[src/gcfg_pkg.sv]
// shared constants and types for the global event and interrupt config
package gcfg_pkg;
    localparam int NUM_FRAMERS = 4;
    localparam int EVT_W = 8;
    localparam int ADDR_W = 12;
    localparam int DATA_W = 8;

    localparam logic [ADDR_W-1:0] GLOBAL_CONFIGURATION_OFFSET = 12'h006;
    localparam logic [DATA_W-1:0] GLOBAL_CONFIGURATION_RESET = 8'h80;
    localparam logic [DATA_W-1:0] GLOBAL_CONFIGURATION_RSVD = 8'h06;

    localparam int BIT_MASTER_IRQ_BLOCK = 7;
    localparam int BIT_RISE_SELECT = 6;
    localparam int BIT_FALL_SELECT = 5;
    localparam int BIT_IRQ_OUTPUT_INVERT = 4;
    localparam int BIT_MONITOR_SHADOW_ENABLE = 3;
    localparam int BIT_ALARM_SUPPRESSION_ENABLE = 0;

    localparam int EVT_LOS = 7;
    localparam int EVT_AIS = 6;
    localparam int EVT_OOF = 5;
    localparam int EVT_YEL = 4;
    localparam int EVT_CFA = 3;
    localparam int EVT_SEF = 2;
    localparam int EVT_TXSLIP = 1;
    localparam int EVT_RXSLIP = 0;

    typedef logic [EVT_W-1:0] evt_t;

    typedef struct packed {
        logic master_irq_block;
        logic rise_select;
        logic fall_select;
        logic irq_output_invert;
        logic monitor_shadow_enable;
        logic [1:0] reserved;
        logic alarm_suppression_enable;
    } global_cfg_s;

    typedef struct packed {
        logic [ADDR_W-1:0] addr;
        logic [DATA_W-1:0] wdata;
        logic wr;
        logic rd;
    } host_req_s;
endpackage

[src/event_latch.sv]
// per-framer edge detector and sticky latched event bits
`timescale 1ns/1ps
module event_latch #(
    parameter int W = 8
) (
    input wire logic clk_i,
    input wire logic rst_n_i,
    input wire logic [W-1:0] status_i,
    input wire logic rise_i,
    input wire logic fall_i,
    input wire logic [W-1:0] clear_i,
    output logic [W-1:0] latched_o
);
    logic [W-1:0] prev;
    logic [W-1:0] next_prev;
    logic [W-1:0] next_latched;
    logic [W-1:0] set_ev;

    always_comb begin
        set_ev = '0;
        if (rise_i) begin
            set_ev = set_ev | (status_i & ~prev);
        end
        if (fall_i) begin
            set_ev = set_ev | (~status_i & prev);
        end
        next_prev = status_i;
        // set beats a clear landing in the same cycle
        next_latched = (latched_o & ~clear_i) | set_ev;
    end

    always_ff @(posedge clk_i) begin
        if (!rst_n_i) begin
            prev <= '0;
            latched_o <= '0;
        end else begin
            prev <= next_prev;
            latched_o <= next_latched;
        end
    end
endmodule // event_latch

[src/global_event_interrupt_config.sv]
// global config register, event latching, alarm suppression and irq pin
`timescale 1ns/1ps
module global_event_interrupt_config #(
    parameter int NUM_FRAMERS = gcfg_pkg::NUM_FRAMERS
) (
    input wire logic clk_i,
    input wire logic rst_n_i,
    input wire gcfg_pkg::host_req_s host_i,
    output logic [gcfg_pkg::DATA_W-1:0] rdata_o,
    input wire logic alt_bus_i,
    input wire logic one_second_pulse_input_i,
    input wire gcfg_pkg::evt_t [NUM_FRAMERS-1:0] status_i,
    input wire gcfg_pkg::evt_t [NUM_FRAMERS-1:0] event_mask_i,
    input wire gcfg_pkg::evt_t [NUM_FRAMERS-1:0] latch_clear_i,
    output wire gcfg_pkg::evt_t [NUM_FRAMERS-1:0] latched_o,
    output gcfg_pkg::evt_t [NUM_FRAMERS-1:0] shadow_o,
    output gcfg_pkg::evt_t global_status_o,
    output logic counter_latch_o,
    output logic irq_o
);
    import gcfg_pkg::*;

    global_cfg_s cfg;
    global_cfg_s next_cfg;
    logic [DATA_W-1:0] next_rdata;
    wire evt_t [NUM_FRAMERS-1:0] sup;
    evt_t [NUM_FRAMERS-1:0] next_shadow;
    evt_t next_global;
    logic prev_sec;
    logic sec_rise;
    logic next_counter_latch;
    logic irq_active;
    logic idle_level;
    logic next_irq;

    // LOS, AIS and OOF each hide the alarms below them, except CFA and SEF, in the line-to-system path
    function automatic evt_t suppress(input evt_t s, input logic en);
        evt_t r;
        r = s;
        if (en) begin
            if (s[EVT_LOS]) begin
                r[EVT_AIS] = 1'b0;
            end
            if (s[EVT_LOS] || s[EVT_AIS]) begin
                r[EVT_OOF] = 1'b0;
            end
            if (s[EVT_LOS] || s[EVT_AIS] || s[EVT_OOF]) begin
                r[EVT_YEL] = 1'b0;
                r[EVT_TXSLIP] = 1'b0;
                r[EVT_RXSLIP] = 1'b0;
            end
        end
        return r;
    endfunction

    // register port
    always_comb begin
        next_cfg = cfg;
        next_rdata = '0;
        if (host_i.wr && host_i.addr == GLOBAL_CONFIGURATION_OFFSET) begin
            // reserved bits are kept at zero whatever the host writes
            next_cfg = global_cfg_s'(host_i.wdata
                & ~GLOBAL_CONFIGURATION_RSVD);
        end
        if (host_i.rd && host_i.addr == GLOBAL_CONFIGURATION_OFFSET) begin
            next_rdata = cfg;
        end
    end

    always_ff @(posedge clk_i) begin
        if (!rst_n_i) begin
            cfg <= global_cfg_s'(GLOBAL_CONFIGURATION_RESET);
            rdata_o <= '0;
        end else begin
            cfg <= next_cfg;
            rdata_o <= next_rdata;
        end
    end

    // one shared config fans out to every framer
    for (genvar f = 0; f < NUM_FRAMERS; f++) begin : g_framer
        assign sup[f] = suppress(status_i[f],
            cfg.alarm_suppression_enable);
        event_latch #(
            .W(EVT_W)
        ) u_latch (
            .clk_i(clk_i),
            .rst_n_i(rst_n_i),
            .status_i(sup[f]),
            .rise_i(cfg.rise_select),
            .fall_i(cfg.fall_select),
            .clear_i(latch_clear_i[f]),
            .latched_o(latched_o[f])
        );
    end

    // status, monitoring and interrupt
    always_comb begin
        next_global = '0;
        irq_active = 1'b0;
        next_shadow = shadow_o;
        for (int f = 0; f < NUM_FRAMERS; f++) begin
            next_global = next_global | latched_o[f];
            irq_active = irq_active
                | (|(latched_o[f] & ~event_mask_i[f]));
        end
        sec_rise = one_second_pulse_input_i & ~prev_sec;
        next_counter_latch = cfg.monitor_shadow_enable
            & sec_rise;
        if (next_counter_latch) begin
            next_shadow = latched_o;
        end
        // inactive level: low on the default bus, high on the alternate, both swapped when irq_output_invert is set
        idle_level = alt_bus_i ^ cfg.irq_output_invert;
        if (cfg.master_irq_block) begin
            next_irq = idle_level;
        end else begin
            next_irq = irq_active ^ idle_level;
        end
    end

    always_ff @(posedge clk_i) begin
        if (!rst_n_i) begin
            global_status_o <= '0;
            shadow_o <= '0;
            prev_sec <= 1'b0;
            counter_latch_o <= 1'b0;
            irq_o <= 1'b0;
        end else begin
            global_status_o <= next_global;
            shadow_o <= next_shadow;
            prev_sec <= one_second_pulse_input_i;
            counter_latch_o <= next_counter_latch;
            irq_o <= next_irq;
        end
    end

    // helpers for checks on framer 0, change of alignment bit
    logic s0;
    logic l0;
    logic c0;
    assign s0 = sup[0][EVT_CFA];
    assign l0 = latched_o[0][EVT_CFA];
    assign c0 = latch_clear_i[0][EVT_CFA];

    irq_blocked_a: assert property (
        @(posedge clk_i) disable iff (!rst_n_i)
        cfg.master_irq_block |=> irq_o == $past(idle_level))
        else $error("interrupt not inactive while blocked");

    irq_raise_a: assert property (
        @(posedge clk_i) disable iff (!rst_n_i)
        !cfg.master_irq_block && irq_active |=> irq_o != $past(idle_level))
        else $error("unmasked event did not assert interrupt");

    rise_only_a: assert property (
        @(posedge clk_i) disable iff (!rst_n_i)
        $rose(l0) && $past(cfg.rise_select) && !$past(cfg.fall_select)
        |-> $past(s0) && !$past(s0, 2))
        else $error("latched bit set without a rising edge");

    both_edges_a: assert property (
        @(posedge clk_i) disable iff (!rst_n_i)
        $past(cfg.rise_select) && $past(cfg.fall_select)
        && ($past(s0) != $past(s0, 2)) |-> l0)
        else $error("transition not latched with both edges selected");

    no_edge_a: assert property (
        @(posedge clk_i) disable iff (!rst_n_i)
        !$past(cfg.rise_select) && !$past(cfg.fall_select) && !$past(l0)
        |-> !l0)
        else $error("latched bit set with no edge selected");

    shadow_update_a: assert property (
        @(posedge clk_i) disable iff (!rst_n_i)
        cfg.monitor_shadow_enable && one_second_pulse_input_i && !prev_sec
        |=> counter_latch_o && shadow_o == $past(latched_o))
        else $error("one-second edge missed while monitoring on");

    shadow_off_a: assert property (
        @(posedge clk_i) disable iff (!rst_n_i)
        !cfg.monitor_shadow_enable |=> !counter_latch_o && $stable(shadow_o))
        else $error("shadow moved while monitoring off");

    suppress_order_a: assert property (
        @(posedge clk_i) disable iff (!rst_n_i)
        cfg.alarm_suppression_enable && status_i[0][EVT_AIS]
        |-> !sup[0][EVT_OOF] && !sup[0][EVT_YEL] && !sup[0][EVT_TXSLIP])
        else $error("lower alarm not suppressed under ais");

    reserved_zero_a: assert property (
        @(posedge clk_i) disable iff (!rst_n_i)
        host_i.wr |=> cfg.reserved == 2'h0)
        else $error("reserved config bits hold a one");

    irq_invert_a: assert property (
        @(posedge clk_i) disable iff (!rst_n_i)
        !alt_bus_i && cfg.irq_output_invert && !irq_active |=> irq_o)
        else $error("inverted interrupt not idle high on default bus");

    latch_sticky_a: assert property (
        @(posedge clk_i) disable iff (!rst_n_i)
        $past(rst_n_i) && $past(l0) && !$past(c0) |-> l0)
        else $error("latched event dropped without a clear");

    latch_clear_a: assert property (
        @(posedge clk_i) disable iff (!rst_n_i)
        $past(c0) && !$past(cfg.rise_select) && !$past(cfg.fall_select)
        |-> !l0)
        else $error("clear ignored with no edge selected");
endmodule // global_event_interrupt_config

[config.mk]
export PLATFORM = sky130hd
export DESIGN_NAME = global_event_interrupt_config
export DESIGN_NICKNAME = d
export VERILOG_FILES = /design/src/gcfg_pkg.sv /design/src/event_latch.sv /design/src/global_event_interrupt_config.sv
export SDC_FILE = /design/constraint.sdc
export NUM_CORES = 1
export LEC_CHECK = 0
export BUFFER_PORTS_ARGS = -buffer_cell sky130_fd_sc_hd__buf_2
export CORE_UTILIZATION = 51
export CTS_CLUSTER_SIZE = 30
export DETAILED_ROUTE_END_ITERATION = 10
export PLACE_DENSITY = 0.91
export SKIP_LAST_GASP = 1
export SYNTH_ARGS = -nofsm -noshare
export SYNTH_HDL_FRONTEND = slang
export SYNTH_SLANG_ARGS = --single-unit
[constraint.sdc]
create_clock -name clk_i -period 2.7 [get_ports clk_i]
set_input_delay 0.135 -clock clk_i [delete_from_list [all_inputs] [get_ports clk_i]]
set_output_delay 0.135 -clock clk_i [all_outputs]
set_load 0.005 [all_outputs]
==> results by group <==
Run status
  • Status: finished with violations
  • Violated checks: design-rule violations

CTS
  • CTS clk-pin slew, worst paths: 0.06 ns
  • CTS max path bufs: 2
  • Hold buffers post-CTS: 69
  • H-tree depth reported by CTS: 4
  • Post-CTS setup buffer count: 0
  • Total CTS buffers: 17
  • Clock root buffer: clkbuf_8
  • CTS sink cnt: 119
  • TritonCTS clock tree: done
  • Clk_lat worst skew: 0.52 ns
  • Post-CTS sizing: 0

Yosys
  • Post-Synth Adder-Cell Area: 0
  • Main combinational cell family by area after synthesis: simple AND/OR/NAND/NOR gates
  • Netlist cell types: 33
  • Sequential fraction of the synthesis area: 0.5110
  • Mean Syn Cell Area: 8.665 um^2
  • Top-area cell type share of the netlist area: 0.5110
  • Post-Synth XOR/XNOR Area: 0.001879
  • EDFF count, synth: 0
  • Fraction of registers with async set/reset: 0
  • Post-Synthesis Cells: 538
  • Synth Warn #: 0
  • Complex-gate fraction of the synthesized area: 0.1710
  • Synthesized flop and latch total: 119
  • Top_reg_cell synth: dfxtp_1
  • Synth area leaders: dfxtp_1, nand2_1, a21oi_1
  • Post-Synth Simple-Gate Area: 0.2410
  • Synthesized area: 4662 um^2
  • Portion of netlist area occupied by mux cells: 0.01503
  • Leading area contributor after synthesis: dfxtp_1

Detailed routing
  • Routed wire per std cell: 18.50 um
  • Iter 0 DRT Violations: 427
  • Detailed Route WL: 17,160 um
  • Via Count: 5,299
  • Residual DRC: 29
  • ANT nets after route: 0
  • TritonRoute pass-1 iters: 8
  • Via density: 5.710

Setup path
  • CP Capture Point: g_framer[0].u_latch.latched_o[5]
  • CP Class: flip-flop to flip-flop
  • Crit-path cells: o21ai_0 > nand2_1 > nor3b_1 > a31oi_1 > a21oi_1
  • CP required: 3.04 ns
  • CP Data Arrival Time: 2.04 ns
  • Worst setup SP type: flip-flop
  • Slowest stage cell, crit path: dfxtp_1
  • R2r endpoint: g_framer[0].u_latch.latched_o[5]
  • Crit. End Element: flip-flop
  • CP Max Fanout: 14
  • Worst r2r src: cfg[0]
  • Reg2Reg Depth: 5
  • Flop2flop setup slack: 1.00 ns
  • CP Launch Point: cfg[0]
  • Slowest cell delay on critical path: 0.76 ns

STA
  • Hold Slack: 0.01690 ns
  • Tcrit/Tclk final: 0.6281
  • Final min period: 1.696 ns
  • Setup Viol. Count Final: 0
  • Setup WS post-layout: 1.004 ns
  • Fmax: 589.6 MHz
  • Worst slew margin: 0.3721
  • Setup TNS Final: 0 ns
  • Least-Margin Pin Slew: 0.9404 ns
  • RSZ-0062 raised after global routing: no
  • Final Skew: 0.01662 ns
  • Fin. Hold Viols: 0
  • Max-slew violations: 0

Final layout
  • Ratio of cells with drive above 1 in the final layout: 0.3065
  • Post-route cell area: 7052 um^2
  • Nets: 928
  • Sequential cell area: 2382 um^2
  • Most frequent cells in the layout: buf_2, dfxtp_1, nand2_1, dlygate4sd3_1, a21oi_1
  • Footprint of the multi-input gates: 2007 um^2
  • Area growth syn-to-layout: 51.26%
  • Fillers: 538
  • Most common cell after layout, fill and taps aside: buf_2
  • Final Instance Count excl. Fillers: 928

Worst hold path
  • HP Class: input port to flip-flop
  • Worst hold start: latch_clear_i[24]

Floorplan
  • Core area: 8806 um^2
  • # rows: 34
  • Chip height: 97.61 um
  • Io pins: 204
  • Die ar.: 9528 um^2
  • DIE WIDTH: 97.61 um
  • Starting density of the core: 0.5294

GRT
  • First-pass GRT wire length: 26,840 um
  • Largest net degree at the start of global routing: 51
  • Antenna violations before repair: 1
  • GRT Util Overall: 0.3646
  • GR Overflow Total: 0
  • Vias in the first global route: 5,454

Placement
  • GP Congestion: 0.8563
  • Placed instance area: 5743 um^2
  • IO Port Bufs: 199
  • Setup Slack @ Placement: 1.072 ns
  • DP HPWL: 10,850 um
  • Placed insts: 826

Pwr
  • Pleak: 3.132 nW
  • Pwr/cell area: 626.8 nW/um^2
  • Peak supply drop: 426.3 uV

Run
  • Max cap viols: 0
## Yosys cell counts, types with 3 or more instances
master	count
nand3b_1	12
nand2b_1	8
and2_1	23
a31oi_1	27
nor4_1	5
nand4b_1	12
mux2i_1	7
o22ai_1	17
o31ai_4	4
nor2_1	33
clkbuf_1	16
o221ai_1	4
and3_1	12
a41oi_1	9
a21oi_1	59
nor3b_1	8
inv_1	38
buf_2	8
dfxtp_1	119
o21ai_0	4
nand2_1	96
buf_4	3
## cells by family (layout without fill, tap and decap cells)
kind of cell	count (synthesis)	count (layout)
xor gates and xnor gates	1	1
muxes	7	7
and+or+nand+nor	217	217
DFF	119	119
buffers and inverters	68	348
other	1	3
AOI/OAI and AO/OA	125	125
## metal layers
layer  GRT usage  wire length [um]
met1      0.4085              6240
met4      0.2063               823
met3     0.06978              1566
met2      0.6459              8533
met5           0                 0
## sequential cells by signal (all words and copies together), names as in the netlist
register                    count
cfg                             6
counter_latch_o                 1
g_framer.u_latch.prev          32
global_status_o                 8
g_framer.u_latch.latched_o     32
rdata_o                         6
shadow_o                       32
irq_o                           1
prev_sec                        1
## layout make-up
cell class / instances / share of cell area
Clock buffer: 17 / 0.05873
Antenna cell: 1 / 0.0003549
Clock inverter: 15 / 0.02857
Timing Repair Buffer: 276 / 0.2495
Sequential cell: 119 / 0.3378
Inverter: 40 / 0.02129
Tap cell: 108 / 0.01916
Multi-Input combinational cell: 352 / 0.2846
## critical path, delay by kind of cell, from the launching register on
kind / cells / cell delay [ns]
flops: 1 / 0.76
compound gates: 3 / 0.55
simple gates: 2 / 0.21
## where the power goes
group / leakage [nW] / internal, W / switching [W]
combinational: 1.87 / 0.000157 / 0.000116
clock: 0.295 / 0.00150 / 0.000846
sequential: 0.968 / 0.00178 / 0.0000148
## through the flow
step           power (W)  utilization
2_1_floorplan   0.001891            -
3_3_place_gp    0.002008       0.6522
3_5_place_dp    0.002016       0.6522
4_1_cts         0.004404       0.8005
5_1_grt         0.004537       0.8008
6_report        0.004420       0.8008
## worst min path at each step
stage                                             endpoint  cells past startpoint  slack, ns
after global routing      g_framer[3].u_latch.latched_o[0]                      4       0.05
after floorplan                g_framer[0].u_latch.prev[2]                      1       0.26
after global placement                              cfg[7]                      3       0.36
after CTS                 g_framer[3].u_latch.latched_o[0]                      4      0.006
after detailed placement                            cfg[7]                      3       0.36
final                     g_framer[3].u_latch.latched_o[0]                      4       0.02
Note: power is estimated with default switching activity, not from simulation.
